File: config.mk
export PLATFORM = sky130hd
export DESIGN_NAME = cpsk_core
export DESIGN_NICKNAME = d
export VERILOG_FILES = /design/src/hdl/cpsk_pkg.sv /design/src/hdl/cpsk_compare.sv /design/src/hdl/cpsk_core.sv
export SDC_FILE = /design/constraint.sdc
export NUM_CORES = 1
export LEC_CHECK = 0
export BUFFER_PORTS_ARGS = -buffer_cell sky130_fd_sc_hd__buf_4
export CAP_MARGIN = 20
export CORE_ASPECT_RATIO = 0.5
export CORE_UTILIZATION = 48
export DETAILED_ROUTE_END_ITERATION = 7
export PLACE_DENSITY_LB_ADDON = 0.15
export RECOVER_POWER = 25
export SLEW_MARGIN = 20
export SYNTH_ARGS = -nofsm -noshare
export SYNTH_HDL_FRONTEND = slang
export SYNTH_SLANG_ARGS = --single-unit
File: constraint.sdc
create_clock -name clk -period 3.18 [get_ports clk]
set_input_delay 0.636 -clock clk [delete_from_list [all_inputs] [get_ports clk]]
set_output_delay 0.636 -clock clk [all_outputs]
set_load 0.01 [all_outputs]
File: src/hdl/cpsk_pkg.sv
// shared constants and types for the compare-and-skip execution block
package cpsk_pkg;

    localparam int DATA_W   = 8;
    localparam int BANK_W   = 6;
    localparam int ADDR_W   = BANK_W + DATA_W;
    localparam int INSTR_W  = 16;

    // opcode field positions and values
    localparam int OPC_HI   = 15;
    localparam int OPC_LO   = 9;
    localparam int ABIT_POS = 8;
    localparam int FILE_HI  = 7;
    localparam int FILE_LO  = 0;
    localparam logic [6:0] OPC_LESS    = 7'h30;
    localparam logic [6:0] OPC_EQUAL   = 7'h31;
    localparam logic [6:0] OPC_GREATER = 7'h32;

    // access bank split: lower part is data ram, upper part is the sfr bank
    localparam logic [DATA_W-1:0] INDEXED_MAX = 8'h5F;
    localparam logic [DATA_W-1:0] ACCESS_LOW_MAX = 8'h5F;
    localparam logic [BANK_W-1:0] ACCESS_LOW_BANK = 6'h00;
    localparam logic [BANK_W-1:0] ACCESS_SFR_BANK = 6'h0F;

    localparam logic [ADDR_W-1:0] ADDR_RESET = 14'h0000;
    localparam logic [DATA_W-1:0] FILE_RESET = 8'h00;

    // number of idle cycles after a taken skip, minus one
    localparam logic IDLE_ONE_WORD = 1'b0;
    localparam logic IDLE_TWO_WORD = 1'b1;

    // quarter phases of the instruction cycle, an input to the core sequencer
    typedef enum logic [1:0] {
        CPSK_Q1 = 2'h0,
        CPSK_Q2 = 2'h1,
        CPSK_Q3 = 2'h2,
        CPSK_Q4 = 2'h3
    } cpsk_quarter_t;

    typedef enum logic [1:0] {
        CPSK_OP_LESS    = 2'h0,
        CPSK_OP_EQUAL   = 2'h1,
        CPSK_OP_GREATER = 2'h2
    } cpsk_op_t;

    // gray-coded along idle -> exec -> skip1 -> skip2
    typedef enum logic [1:0] {
        CPSK_ST_IDLE  = 2'h0,
        CPSK_ST_EXEC  = 2'h1,
        CPSK_ST_SKIP1 = 2'h3,
        CPSK_ST_SKIP2 = 2'h2
    } cpsk_state_t;

    // operands taken from the fetched instruction word
    typedef struct packed {
        cpsk_op_t           op;
        logic               bank_access;
        logic [DATA_W-1:0]  file_addr;
    } cpsk_decode_t;

    // core context needed to form the data address
    typedef struct packed {
        logic               ext_set_en;
        logic [BANK_W-1:0]  bank_select_register;
        logic [ADDR_W-1:0]  index_base;
    } cpsk_ctx_t;

endpackage
File: src/hdl/cpsk_compare.sv
// unsigned subtract-and-compare unit with registered skip decision
`timescale 1ns/1ps
module cpsk_compare
    import cpsk_pkg::*;
(
    input  wire logic                     clk,          // core clock
    input  wire logic                     resetn,       // sync reset, low active
    input  wire logic                     sample,       // capture compare result
    input  wire cpsk_pkg::cpsk_op_t       op,           // compare kind
    input  wire logic [cpsk_pkg::DATA_W-1:0] data_byte, // addressed data byte
    input  wire logic [cpsk_pkg::DATA_W-1:0] working_register, // working value
    output logic                          skip_q        // skip condition held
);
    import cpsk_pkg::*;

    logic [DATA_W:0] diff;
    logic            borrow;
    logic            zero;
    logic            skip_d;

    // data minus working value, both unsigned; borrow means data is smaller
    assign diff   = {1'b0, data_byte} - {1'b0, working_register};
    assign borrow = diff[DATA_W];
    assign zero   = (diff[DATA_W-1:0] == '0);

    always_comb begin
        case (op)
            CPSK_OP_EQUAL:   skip_d = zero;
            CPSK_OP_GREATER: skip_d = !borrow && !zero;
            CPSK_OP_LESS:    skip_d = borrow;
            default:         skip_d = 1'b0;
        endcase
    end

    always_ff @(posedge clk) begin
        if (!resetn) begin
            skip_q <= 1'b0;
        end else if (sample) begin
            skip_q <= skip_d;
        end
    end

endmodule

File: src/hdl/cpsk_core.sv
// execution sequencer for the unsigned compare-and-skip instructions
`timescale 1ns/1ps
module cpsk_core
    import cpsk_pkg::*;
(
    input  wire logic                         clk,              // core clock
    input  wire logic                         resetn,           // sync reset, low active
    input  wire cpsk_pkg::cpsk_quarter_t      quarter,          // current quarter phase
    input  wire logic                         instr_valid,      // instr_word is executable
    input  wire logic [cpsk_pkg::INSTR_W-1:0] instr_word,       // instruction to execute
    input  wire logic                         next_two_word,    // prefetched word is 2-word
    input  wire cpsk_pkg::cpsk_ctx_t          ctx,              // bank and mode context
    input  wire logic [cpsk_pkg::DATA_W-1:0]  working_register, // working register value
    input  wire logic [cpsk_pkg::DATA_W-1:0]  mem_rd_data,      // data memory read data
    output logic [cpsk_pkg::ADDR_W-1:0]       mem_addr,         // data memory address
    output logic                              mem_rd_en,        // read strobe, second quarter
    output logic                              mem_wr_en,        // write strobe, never set
    output logic                              busy,             // compare or idle cycle active
    output logic                              discard_fetch,    // drop prefetched word
    output logic                              nop_cycle,        // idle cycle in progress
    output logic                              skip_taken_q      // last compare skipped
);
    import cpsk_pkg::*;

    cpsk_state_t         state_q;
    cpsk_state_t         state_d;
    cpsk_decode_t        dec_q;
    cpsk_decode_t        dec_now;
    logic                hit_now;
    logic                two_word_q;
    logic [ADDR_W-1:0]   addr_q;
    logic                sample_cmp;
    logic                skip_q;
    logic                q1;
    logic                q4;
    logic                exec_q2;
    logic                exec_q3;
    logic                exec_q4;

    // opcode decode of the upper seven bits
    function automatic logic is_compare(input logic [INSTR_W-1:0] w);
        logic [6:0] opc;
        opc = w[OPC_HI:OPC_LO];
        return (opc == OPC_LESS) || (opc == OPC_EQUAL) || (opc == OPC_GREATER);
    endfunction

    function automatic cpsk_op_t op_of(input logic [INSTR_W-1:0] w);
        logic [6:0] opc;
        opc = w[OPC_HI:OPC_LO];
        case (opc)
            OPC_EQUAL:   op_of = CPSK_OP_EQUAL;
            OPC_GREATER: op_of = CPSK_OP_GREATER;
            OPC_LESS:    op_of = CPSK_OP_LESS;
            default:     op_of = CPSK_OP_LESS;
        endcase
    endfunction

    // access bank: ram below the split, special registers above it
    function automatic logic [BANK_W-1:0] access_bank(input logic [DATA_W-1:0] f);
        return (f <= ACCESS_LOW_MAX) ? ACCESS_LOW_BANK : ACCESS_SFR_BANK;
    endfunction

    // forms the 14-bit data address from the operand and context
    function automatic logic [ADDR_W-1:0] data_address(input cpsk_decode_t d,
                                                       input cpsk_ctx_t c);
        logic [ADDR_W-1:0] a;
        a = ADDR_RESET;
        if (d.bank_access) begin
            a = {c.bank_select_register, d.file_addr};
        end else if (c.ext_set_en && (d.file_addr <= INDEXED_MAX)) begin
            a = ADDR_W'(c.index_base + {{BANK_W{1'b0}}, d.file_addr});
        end else begin
            a = {access_bank(d.file_addr), d.file_addr};
        end
        return a;
    endfunction

    // true in the compare cycle during the given quarter
    function automatic logic exec_at(input cpsk_state_t s, input cpsk_quarter_t q,
                                     input cpsk_quarter_t want);
        return (s == CPSK_ST_EXEC) && (q == want);
    endfunction

    assign q1 = (quarter == CPSK_Q1);
    assign q4 = (quarter == CPSK_Q4);
    assign exec_q2 = exec_at(state_q, quarter, CPSK_Q2);
    assign exec_q3 = exec_at(state_q, quarter, CPSK_Q3);
    assign exec_q4 = exec_at(state_q, quarter, CPSK_Q4);

    // operand fields of the word now offered for execution
    always_comb begin
        dec_now.op          = op_of(instr_word);
        dec_now.bank_access = instr_word[ABIT_POS];
        dec_now.file_addr   = instr_word[FILE_HI:FILE_LO];
    end

    // a new compare is only accepted from idle at the first quarter
    assign hit_now = q1 && instr_valid && is_compare(instr_word) &&
                     (state_q == CPSK_ST_IDLE);

    // leaves idle at the first quarter, every other state at the fourth
    always_comb begin
        state_d = state_q;
        case (state_q)
            CPSK_ST_IDLE: begin
                if (hit_now) begin
                    state_d = CPSK_ST_EXEC;
                end
            end
            CPSK_ST_EXEC: begin
                if (q4) begin
                    state_d = skip_q ? CPSK_ST_SKIP1 : CPSK_ST_IDLE;
                end
            end
            CPSK_ST_SKIP1: begin
                if (q4) begin
                    state_d = (two_word_q == IDLE_TWO_WORD) ? CPSK_ST_SKIP2
                                                             : CPSK_ST_IDLE;
                end
            end
            CPSK_ST_SKIP2: begin
                if (q4) begin
                    state_d = CPSK_ST_IDLE;
                end
            end
            default: state_d = CPSK_ST_IDLE;
        endcase
    end

    always_ff @(posedge clk) begin
        if (!resetn) begin
            state_q <= CPSK_ST_IDLE;
        end else begin
            state_q <= state_d;
        end
    end

    // first quarter: latch operands and the data address
    always_ff @(posedge clk) begin
        if (!resetn) begin
            dec_q  <= '{op: CPSK_OP_LESS, bank_access: 1'b0, file_addr: FILE_RESET};
            addr_q <= ADDR_RESET;
        end else if (hit_now) begin
            dec_q  <= dec_now;
            addr_q <= data_address(dec_now, ctx);
        end
    end

    // size of the word to be skipped, taken when the decision is made
    always_ff @(posedge clk) begin
        if (!resetn) begin
            two_word_q <= IDLE_ONE_WORD;
        end else if (exec_q4) begin
            two_word_q <= next_two_word ? IDLE_TWO_WORD : IDLE_ONE_WORD;
        end
    end

    // result of the last compare, held until the next one
    always_ff @(posedge clk) begin
        if (!resetn) begin
            skip_taken_q <= 1'b0;
        end else if (exec_q4) begin
            skip_taken_q <= skip_q;
        end
    end

    // third quarter: process the byte read in the second quarter; the data byte
    // and working_register are read live here, so both must stand through it
    assign sample_cmp = exec_q3;

    cpsk_compare u_compare (
        .clk              (clk),
        .resetn           (resetn),
        .sample           (sample_cmp),
        .op               (dec_q.op),
        .data_byte        (mem_rd_data),
        .working_register (working_register),
        .skip_q           (skip_q)
    );

    assign mem_addr      = addr_q;
    // compares never write memory, flags or the working register
    assign mem_wr_en     = 1'b0;

    // strobes and cycle flags decoded from state, quarter and skip_q
    always_comb begin
        mem_rd_en     = 1'b0;
        discard_fetch = 1'b0;
        nop_cycle     = 1'b0;
        busy          = 1'b1;
        case (state_q)
            CPSK_ST_IDLE: begin
                busy = 1'b0;
            end
            CPSK_ST_EXEC: begin
                mem_rd_en     = exec_q2;
                discard_fetch = exec_q4 && skip_q;
            end
            CPSK_ST_SKIP1: begin
                nop_cycle = 1'b1;
            end
            CPSK_ST_SKIP2: begin
                nop_cycle = 1'b1;
            end
            default: begin
                busy = 1'b0;
            end
        endcase
    end

endmodule

Word-level counts from Yosys, hierarchy flattened
Cells that the tools add are included.

Equality and inequality tests: 15. Magnitude comparators: 1. Reduce and logical (&&, ||, !) cells: 19. $add $sub $neg: 2. Muxes and demuxes: 17.

Operator list (number): two-way mux 14 bit (2); equality test 7 x 6 -> 1 bit (second input constant) (3); adder 14 x 8 -> 14 bit (1); two-way mux 2 bit (6); equality test 2 bit (second input constant) (5); logical AND 1 bit (9); subtractor 8 x 8 -> 9 bit (1); <= comparator 8 x 7 -> 1 bit (second input constant) (1); zero test 8 bit (1); inequality test 2 bit (second input constant) (4); case mux 2 bit (4 select lines) (1); equality test 2 x 1 -> 1 bit (second input constant) (3); zero test 2 bit (3); two-way mux 1 bit (5); two-way mux 4 bit (1); case mux 2 bit (2 select lines) (1); AND reduction 4 bit (1); case mux 1 bit (3 select lines) (1); zero test 1 bit (2); logical OR 1 bit (2); OR reduction 2 bit (1).

Logic and storage cells: 60. Output and inout port bits: 20. Input port bits: 59. Register bits after elaboration: 21.

Logic depth before layout (Yosys ltp)
Gate-level depths: netlist (run 1).

Depth after elaboration: 7. Mapped depth: 9. Gate-level depth less buffers: 9.

Cells and area by module
A second synthesis (run 1) with hierarchy kept.

Cell total of the unflattened synthesis: 253. Area, all modules: 1971.9 um2.

By module, submodules not included: cpsk_core (cells each 192, area an instance 1525.2 um2, sequential area each 400.4 um2, instances 1); cpsk_compare (cells each 61, area an instance 446.7 um2, sequential area each 20.0 um2, instances 1).

Worst setup path after synthesis (run 1)
No wires, ideal clock.

Path type: input to register. From: input port mem_rd_data[0] (netlist bit). To: register u_compare.skip_q. Slack: 0.762 ns. Required time: 3.061 ns. Arrival: 2.300 ns. Path buffers: 0. Library setup time: 0.119 ns. Cell stages on the path: 9. Cells stage by stage: inv_1 ha_1 fa_1 nand2b_1 a21oi_1 mux2i_1 a21o_1 o31a_1 o221a_1.

Longest elaborated chain between the ends: 5. Elaborated cells on any way between the ends: 6. Those cells by class: add/sub: 1; mux: 1; reduce/logical: 4.

RTL lines: from (decl) (line cpsk_core.sv:14) `input wire logic [cpsk_pkg::DATA_W-1:0] mem_rd_data,`; subtractor 8 x 8 -> 9 bit * (line cpsk_compare.sv:22) `assign diff = {1'b0, data_byte} - {1'b0, working_register};`; zero test 8 bit (line cpsk_compare.sv:24) `assign zero = (diff[DATA_W-1:0] == '0);`; zero test 1 bit (line cpsk_compare.sv:29) `CPSK_OP_GREATER: skip_d = !borrow && !zero;`; logical AND 1 bit (line cpsk_compare.sv:29); case mux 1 bit (3 select lines) * (line cpsk_compare.sv:27) `case (op)`; to (signal assigned) (line cpsk_compare.sv:39) `skip_q <= skip_d;`; to (decl) (line cpsk_compare.sv:12) `output logic skip_q`.

Every way passes the cells marked *; elsewhere a longest branch is shown, timed or not. A chain may end at the register's enable or synchronous reset.

Worst setup path after layout (run 1)
From: input port working_register[0] (netlist bit). To: register u_compare.skip_q.

Longest elaborated chain between the ends: 5. Elaborated cells on any way between the ends: 6. Those cells by class: add/sub: 1; mux: 1; reduce/logical: 4.

RTL lines: from (decl) (line cpsk_core.sv:13) `input wire logic [cpsk_pkg::DATA_W-1:0] working_register,`; subtractor 8 x 8 -> 9 bit * (line cpsk_compare.sv:22); zero test 8 bit (line cpsk_compare.sv:24); zero test 1 bit (line cpsk_compare.sv:29); logical AND 1 bit (line cpsk_compare.sv:29); case mux 1 bit (3 select lines) * (line cpsk_compare.sv:27).

Marked as above.

==> run metrics, run 1 <==
status finished clean; Slew Viols, Final 0; Crit path required time 3.34 ns; RSZ-0062 raised after global routing no; number of synthesized flops with an enable pin 0; sequential area share after synthesis 22.57%; mapped cell area 1863 um2; NetSw 0.2023 mW; leak pwr 1.157 nW; largest net degree at the start of global routing 17; vias in the first global route 1881; minimum clock period 2.310 ns; synthesis warning total 0; CORE AREA 3566 um2; total congestion overflow 0; H-tree levels 1; Sink Count 21; Final Instance Area 2491 um2; most common cell after layout, fill and taps aside buf_4; Clock power frac 26.9%; reg2reg path depth 6; CTS root buf clkbuf_8; Max FO, Critical Path 2; initial antenna violation count 0; post-CTS setup buffer count 0; Area after DPL 2472 um2; post-synthesis instance total 256; Cell Int Power 0.4677 mW; Die H 46.06 um; RePlAce Congestion 0.8961; Area Growth Syn to Fin 33.71%; IO Pins 79; Worst EP arrival 2.47 ns; flops & latches, synth 21; Row Count 15; PD cells 269.0 nW/um2; ant diodes 0; hold_buf cts 0; r2r setup slk 1.16 ns; Comb power frac 33.8%; Seq pwr share 39.3%; commonest register cell after synthesis dfxtp_1; Async SR Flop Fraction 0%; Switching Fraction 30.19%; CTS-repair resized insts 0; Avg WL per Cell 12.30 um; clk_skew 0.002801 ns; Max IR drop VDD 0.0001625 V; share of layout cells above drive strength 1 24.92%; Final Cycle Share 72.65%; Initial Util 52.25%; Clock Pin Slew Worst Setup and Hold Paths 0.08 ns; DRC 0; antenna-violating nets left 0; Final Util 69.86%; commonest non-fill, non-tap cells in the layout 72 x buf_4, 30 x nor2_1, 24 x inv_1; syn nets 333; 1st-iter DRT viols 86; Distinct cells, synth 51; Die Area 4150 um2; port buffer count 77; Chip Width 90.11 um; post-route setup TNS 0 ns; Vias 2050; CTS max path bufs 2; DP HPWL 3830 um; CTS tree yes; clk_lat worst skew 0.26 ns; Detailed Route WL 4673 um; total CTS buffers 3; WHS Path Cells 2; FILL cells 307; Least-Margin Pin Slew 0.5706 ns; Synth Area per Inst 7.277 um2; Crit Path Category input pin to flop; first-pass GRT wire length 7769 um; Slew HR 60.98%; Setup-failing EPs final 0; max cap viols 0; Critical Path Source Type input pin; HP Class flop to flop; All-Layer GR Usage 23.49%; Max Clk Rate 0.4328 GHz; 1st-pass router iterations 4; final hold slack 0.4763 ns; # nets final 407; Setup crit end kind flop; vias per cell 5.395; Final Hold Fails 0
routing by layer:
metal	track usage [%]	vias to the layer above	routed length [um]
met2	47.63	74	2331
li1	-	1054	-
met3	4.785	6	300
met1	26.34	916	1994
met5	0	-	0
met4	6.129	0	47
cell usage after synthesis, types with 4 or more instances:
cell type	count	area share, %
dfxtp_1	21	23
mux2i_1	4	2.1
ha_1	16	11
nand3_1	8	2.1
nor3_1	11	3.0
o21ai_0	19	5.1
nor2_1	30	6.0
o21a_1	4	1.6
a31oi_1	7	2.4
nand2_1	20	4.0
a21oi_1	22	5.9
clkbuf_1	4	0.81
inv_1	24	4.8
xnor2_1	6	2.8
cell type report:
type	count	area (um2)	share of cell area, %
repair buffers	79	566.8	22.75
clock buffers	4	45.04	1.808
flip-flops and latches	21	420.4	16.88
well taps	51	63.81	2.562
multi-input cells	201	1305	52.39
inverters	24	90.09	3.616
critical path, cell delays in order:
cell      delay [ns]
buf_4           0.11
ha_1            0.21
fa_1            0.39
nand2b_1        0.18
a21oi_1         0.16
mux2i_1         0.09
a21o_1          0.17
o31a_1          0.28
o221a_1         0.25
kinds of logic (layout without fill, tap and decap cells):
| group | count (synthesis) | count (layout) | share of synthesized area [%] |
|---|---|---|---|
| and+or+nand+nor | 95 | 95 | 25.05 |
| other | 1 | 1 | 0.2013 |
| muxes | 4 | 4 | 2.149 |
| xor gates and xnor gates | 7 | 7 | 3.291 |
| AOI/OAI and AO/OA | 76 | 76 | 26.46 |
| buffers and inverters | 34 | 107 | 7.387 |
| DFF | 21 | 21 | 22.57 |
| adders and majority gates | 18 | 18 | 12.89 |
worst paths after layout:
check                      to                start
max reg2reg       mem_addr[6]           state_q[1]
max          u_compare.skip_q  working_register[0]
min                  dec_q[9]             dec_q[9]
min reg2reg          dec_q[9]             dec_q[9]
sequential cells by signal, summed over array words and instances (netlist names):
| name | count |
|---|---|
| mem_addr | 14 |
| dec_q | 2 |
| state_q | 2 |
| skip_taken_q | 1 |
| two_word_q | 1 |
| u_compare.skip_q | 1 |
stage by stage:
stage	power (mW)	setup WS, ns	instances
floorplan	0.4060	0.7617	256
global placement	0.4881	0.6128	376
detailed placement	0.4954	0.5816	376
CTS	0.6737	0.8614	380
global route	0.7126	0.7309	380
finish	0.6700	0.8696	380
power by group through the flow:
stage               logic, mW  clock network (mW)  registers, mW
finish                  0.227               0.180          0.264
detailed placement      0.226                   0          0.270
global route            0.253               0.196          0.264
floorplan               0.136                   0          0.270
global placement        0.218                   0          0.270
CTS                     0.226               0.184          0.264
Power figures use the tool's default switching activity.
==> run 2: changes to the inputs <==
--- a/config.mk
+++ b/config.mk
@@ -8,7 +8,7 @@
 export BUFFER_PORTS_ARGS = -buffer_cell sky130_fd_sc_hd__buf_4
 export CAP_MARGIN = 20
 export CORE_ASPECT_RATIO = 0.5
-export CORE_UTILIZATION = 48
+export CORE_UTILIZATION = 44
 export DETAILED_ROUTE_END_ITERATION = 7
 export PLACE_DENSITY_LB_ADDON = 0.15
 export RECOVER_POWER = 25
==> constraint.sdc (replaced) <==
create_clock -name clk -period 1.93 [get_ports clk]
set_input_delay 0.386 -clock clk [delete_from_list [all_inputs] [get_ports clk]]
set_output_delay 0.386 -clock clk [all_outputs]
set_load 0.01 [all_outputs]
==> run metrics, run 2 (synthesis gave the netlist of run 1 again) <==
Worst Setup SP working_register[0]; Seq pwr share 36.0%; Setup crit end kind flop; IO Pins 79; Area Growth Syn to Fin 50.17%; Cell Int Power 0.8384 mW; Final Instance Area 2798 um2; Power Total 1.207 mW; most common cell after layout, fill and taps aside buf_4; Final Hold Fails 0; vias in the first global route 1976; RePlAce Congestion 0.8124; ant diodes 0; final hold slack 0.3466 ns; max cap viols 0; Worst Setup EP u_compare.skip_q; Avg WL per Cell 12.62 um; hold_buf cts 0; share of layout cells above drive strength 1 33.81%; Clock Pin Slew Worst Setup and Hold Paths 0.08 ns; Clock power frac 24.4%; FF-to-FF End mem_addr[6]; Vias 2181; initial antenna violation count 0; Die H 48.01 um; reg2reg path depth 6; minimum clock period 1.867 ns; Crit Path Category input pin to flop; NetSw 0.3687 mW; CTS tree yes; Setup-failing EPs final 0; 1st-iter DRT viols 63; max reg flops 14; Detailed Route WL 5124 um; r2r setup slk 0.21 ns; Critical Path Source Type input pin; Max Clk Rate 0.5355 GHz; Comb power frac 39.6%; CTS root buf clkbuf_8; H-tree levels 1; largest net degree at the start of global routing 17; # nets final 430; DRC 0; antenna-violating nets left 0; Die Area 4514 um2; DP HPWL 4209 um; port buffer count 77; Initial Util 46.77%; total congestion overflow 0; vias per cell 5.372; Switching Fraction 30.54%; Slew Viols, Final 0; 1st-pass router iterations 4; clk_skew 0.004491 ns; RSZ-0062 raised after global routing yes; CORE AREA 3984 um2; Row Count 16; status finished clean; Final Util 70.23%; clk_lat worst skew 0.26 ns; Sink Count 21; total CTS buffers 3; Area after DPL 2671 um2; Final Cycle Share 96.76%; HP Class input pin to flop; Worst EP arrival 2.03 ns; commonest non-fill, non-tap cells in the layout 89 x buf_4, 30 x nor2_1, 22 x inv_1; PD cells 431.4 nW/um2; Chip Width 94.03 um; Max FO, Critical Path 2; CTS max path bufs 2; Crit Reg-Reg Startpoint state_q[1]; leak pwr 1.283 nW; All-Layer GR Usage 22.52%; Max IR drop VDD 0.0001921 V; Crit path required time 2.09 ns; first-pass GRT wire length 7941 um
run 2: cell types whose count changed in the layout (fill, tap and decap cells not counted), moves of 3 or more:
cell,previous run,this run
ha_1,16,13
buf_4,72,89
ha_4,0,3
a21oi_1,22,19
a21oi_2,0,3
o21ai_0,19,16
run 2: power groups by stage:
| stage | clock network [mW] | logic (mW) | registers (mW) |
|---|---|---|---|
| 2_1_floorplan | 0 | 0.236 | 0.445 |
| 3_3_place_gp | 0 | 0.420 | 0.445 |
| 3_5_place_dp | 0 | 0.433 | 0.445 |
| 4_1_cts | 0.304 | 0.438 | 0.434 |
| 5_1_grt | 0.322 | 0.526 | 0.435 |
| 6_report | 0.295 | 0.478 | 0.434 |
run 2: through the flow:
| step | worst slack (ns) | std cells | TNS, ns |
|---|---|---|---|
| after global placement | -0.2757 | 399 | -1.581 |
| after floorplan | -0.08622 | 256 | -0.08622 |
| after CTS | 0.01924 | 403 | 0 |
| final | 0.06259 | 406 | 0 |
| after global routing | -0.01311 | 406 | -0.01698 |
| after detailed placement | -0.3774 | 399 | -2.104 |
run 2: worst min path at each step:
stage | cells after the start | endpoint | start | slack [ns]
2_1_floorplan | 2 | dec_q[10] | dec_q[10] | 0.44
3_3_place_gp | 2 | dec_q[10] | dec_q[10] | 0.46
3_5_place_dp | 2 | dec_q[10] | dec_q[10] | 0.46
4_1_cts | 3 | two_word_q | next_two_word | 0.35
5_1_grt | 3 | two_word_q | next_two_word | 0.38
6_report | 3 | two_word_q | next_two_word | 0.35
run 2: metal layers:
metal  share of wire (%)  global-route usage (%)  wire length [um]  up-vias
li1                    -                       -                 -     1110
met1                  42                   24.67              2157     1008
met2                  52                   47.45              2661       59
met3                 4.9                   3.175               253        4
met4                 1.0                   7.077                52        0
met5                   0                       0                 0        -
run 2: worst max-delay path, stage by stage:
cell	delay, ns
buf_4	0.12
ha_4	0.16
fa_2	0.51
nand2_1	0.06
nor3_1	0.16
o21ai_1	0.11
o31a_1	0.28
o221a_1	0.24
run 2: repair_timing:
item	4_1_cts	5_1_grt
buffers inserted	0	3
pin swaps	1	8
endpoints found under the setup margin	2	10
resized for setup	3	17
run 2: cell type report:
cell class,instances,area (um2)
Fill cell,334,1186
Clock inverter,1,5.005
Clock buffer,3,41.29
Tap cell,54,67.56
Timing Repair Buffer,102,759.5
Sequential cell,21,420.4
Inverter,24,102.6
Multi-Input combinational cell,201,1401
==> run 3: changes to the inputs <==
--- a/config.mk
+++ b/config.mk
@@ -8,7 +8,7 @@
 export BUFFER_PORTS_ARGS = -buffer_cell sky130_fd_sc_hd__buf_4
 export CAP_MARGIN = 20
 export CORE_ASPECT_RATIO = 0.5
-export CORE_UTILIZATION = 44
+export CORE_UTILIZATION = 48
 export DETAILED_ROUTE_END_ITERATION = 7
 export PLACE_DENSITY_LB_ADDON = 0.15
 export RECOVER_POWER = 25
==> constraint.sdc (replaced) <==
create_clock -name clk -period 1.81 [get_ports clk]
set_input_delay 0.362 -clock clk [delete_from_list [all_inputs] [get_ports clk]]
set_output_delay 0.362 -clock clk [all_outputs]
set_load 0.01 [all_outputs]
==> run metrics, run 3 (synthesis gave the netlist of run 1 again) <==
vias in the first global route 2072; Buf/Inv on CP 3; initial antenna violation count 0; Setup-failing EPs final 6; Avg WL per Cell 14.49 um; HP Class input pin to flop; clk_lat worst skew 0.27 ns; Final Cycle Share 104.7%; RePlAce Congestion 0.8778; minimum clock period 1.895 ns; reg2reg path depth 6; Power Total 1.357 mW; most common cell after layout, fill and taps aside buf_4; Crit Reg-Reg Startpoint state_q[0]; CTS root buf clkbuf_8; Crit path required time 1.96 ns; Detailed Route WL 6086 um; Max FO, Critical Path 3; Multi-input gate area 1451 um2; final hold slack 0.3497 ns; Final Hold Fails 0; commonest non-fill, non-tap cells in the layout 105 x buf_4, 29 x nor2_1, 22 x inv_1; H-tree levels 1; status finished with violations; Die Area 4150 um2; largest net degree at the start of global routing 13; Chip Width 90.11 um; Worst EP arrival 2.05 ns; hold_buf cts 0; Setup crit end kind flop; total CTS buffers 3; total congestion overflow 0; 1st-iter DRT viols 144; Slowest cell on crit path fa_2; PD cells 454.7 nW/um2; Crit Path Category input pin to flop; Die H 46.06 um; max reg flops 14; vias per cell 5.598; leak pwr 1.384 nW; All-Layer GR Usage 27.53%; CORE AREA 3566 um2; port buffer count 77; Cell Chain, Critical Path buf_8, ha_4, inv_2, fa_2, nor2b_2, o21a_1, o21ai_2, buf_4, a21oi_2, mux2i_1, a31oi_1; Initial Util 52.25%; register area 420.4 um2; 1st-pass router iterations 4; share of layout cells above drive strength 1 39.84%; FILL cells 220; Area Growth Syn to Fin 60.24%; r2r setup slk 0.08 ns; Vias 2351; Slowest Stage Delay on Critical Path 0.38 ns; first-pass GRT wire length 8983 um; post-route setup slack -0.08505 ns; CTS max path bufs 2; Slew Viols, Final 0; ant diodes 0; max cap viols 0; RSZ-0062 raised after global routing yes; DP HPWL 4284 um; DRC 0; failing checks setup timing; WHS Path Cells 3; Max IR drop VDD 0.0003324 V; Critical Path Source Type input pin; clk_skew 0.004642 ns; Hold EP two_word_q; Clock Pin Slew Worst Setup and Hold Paths 0.08 ns; Max Clk Rate 0.5277 GHz; Sink Count 21; antenna-violating nets left 0; Row Count 15; CTS tree yes; crit-path leading delay family compound AO/OA/AOI/OAI gates; IO Pins 79; critical hold path startpoint next_two_word; # nets final 447; FF-to-FF End mem_addr[10]
run 3: timing repair:
action                     CTS  global route
setup endpoints to repair    3            11
buffers inserted             2             5
gates resized for setup     11            20
pin swaps                   10            14
run 3: how the worst max path moves through the flow:
stage / startpoint / to / cells past startpoint
floorplan: mem_rd_data[0] / u_compare.skip_q / 9
global placement: mem_rd_data[0] / u_compare.skip_q / 9
detailed placement: mem_rd_data[0] / u_compare.skip_q / 9
CTS: mem_rd_data[0] / u_compare.skip_q / 10
global route: instr_word[0] / mem_addr[6] / 11
finish: instr_word[0] / mem_addr[6] / 11
run 3: layout make-up:
class                   instances  area share, %
clock buffers                   4          1.509
inverters                      24          3.437
multi-input cells             201          48.62
flip-flops and latches         21          14.08
well taps                      51          2.137
repair buffers                119          30.22
run 3: through the flow:
stage                     setup TNS (ns)  instance area, um2  utilization (%)  instances  setup slack, ns
final                            -0.2174                2985            83.72        420         -0.08505
after global routing             -0.6280                2985            83.72        420          -0.1462
after detailed placement          -2.648                2796            78.42        409          -0.4143
after global placement            -2.199                2796            78.42        409          -0.3726
after CTS                       -0.01870                2899            81.30        415         -0.01870
after floorplan                  -0.2446                1927                -        256          -0.1822
run 3: worst reg2reg max path, delay by kind of cell, from the launching register on:
kind	cells	cell delay, ns
and+or+nand+nor	4	0.91
DFF	1	0.35
AOI/OAI and AO/OA	2	0.42
run 3: power by group:
part / internal [mW] / switching [mW]
sequential: 0.462 / 0.000643
combinational: 0.308 / 0.261
clock: 0.158 / 0.168
run 3: per-layer routing:
layer	vias to the layer above	wire length [um]	share of wire [%]	track usage, %
met2	104	3151	52	56.34
met5	-	0	0	0
met4	0	185	3.0	9.677
met3	22	364	6.0	4.950
met1	1084	2384	39	30.17
li1	1141	-	-	-
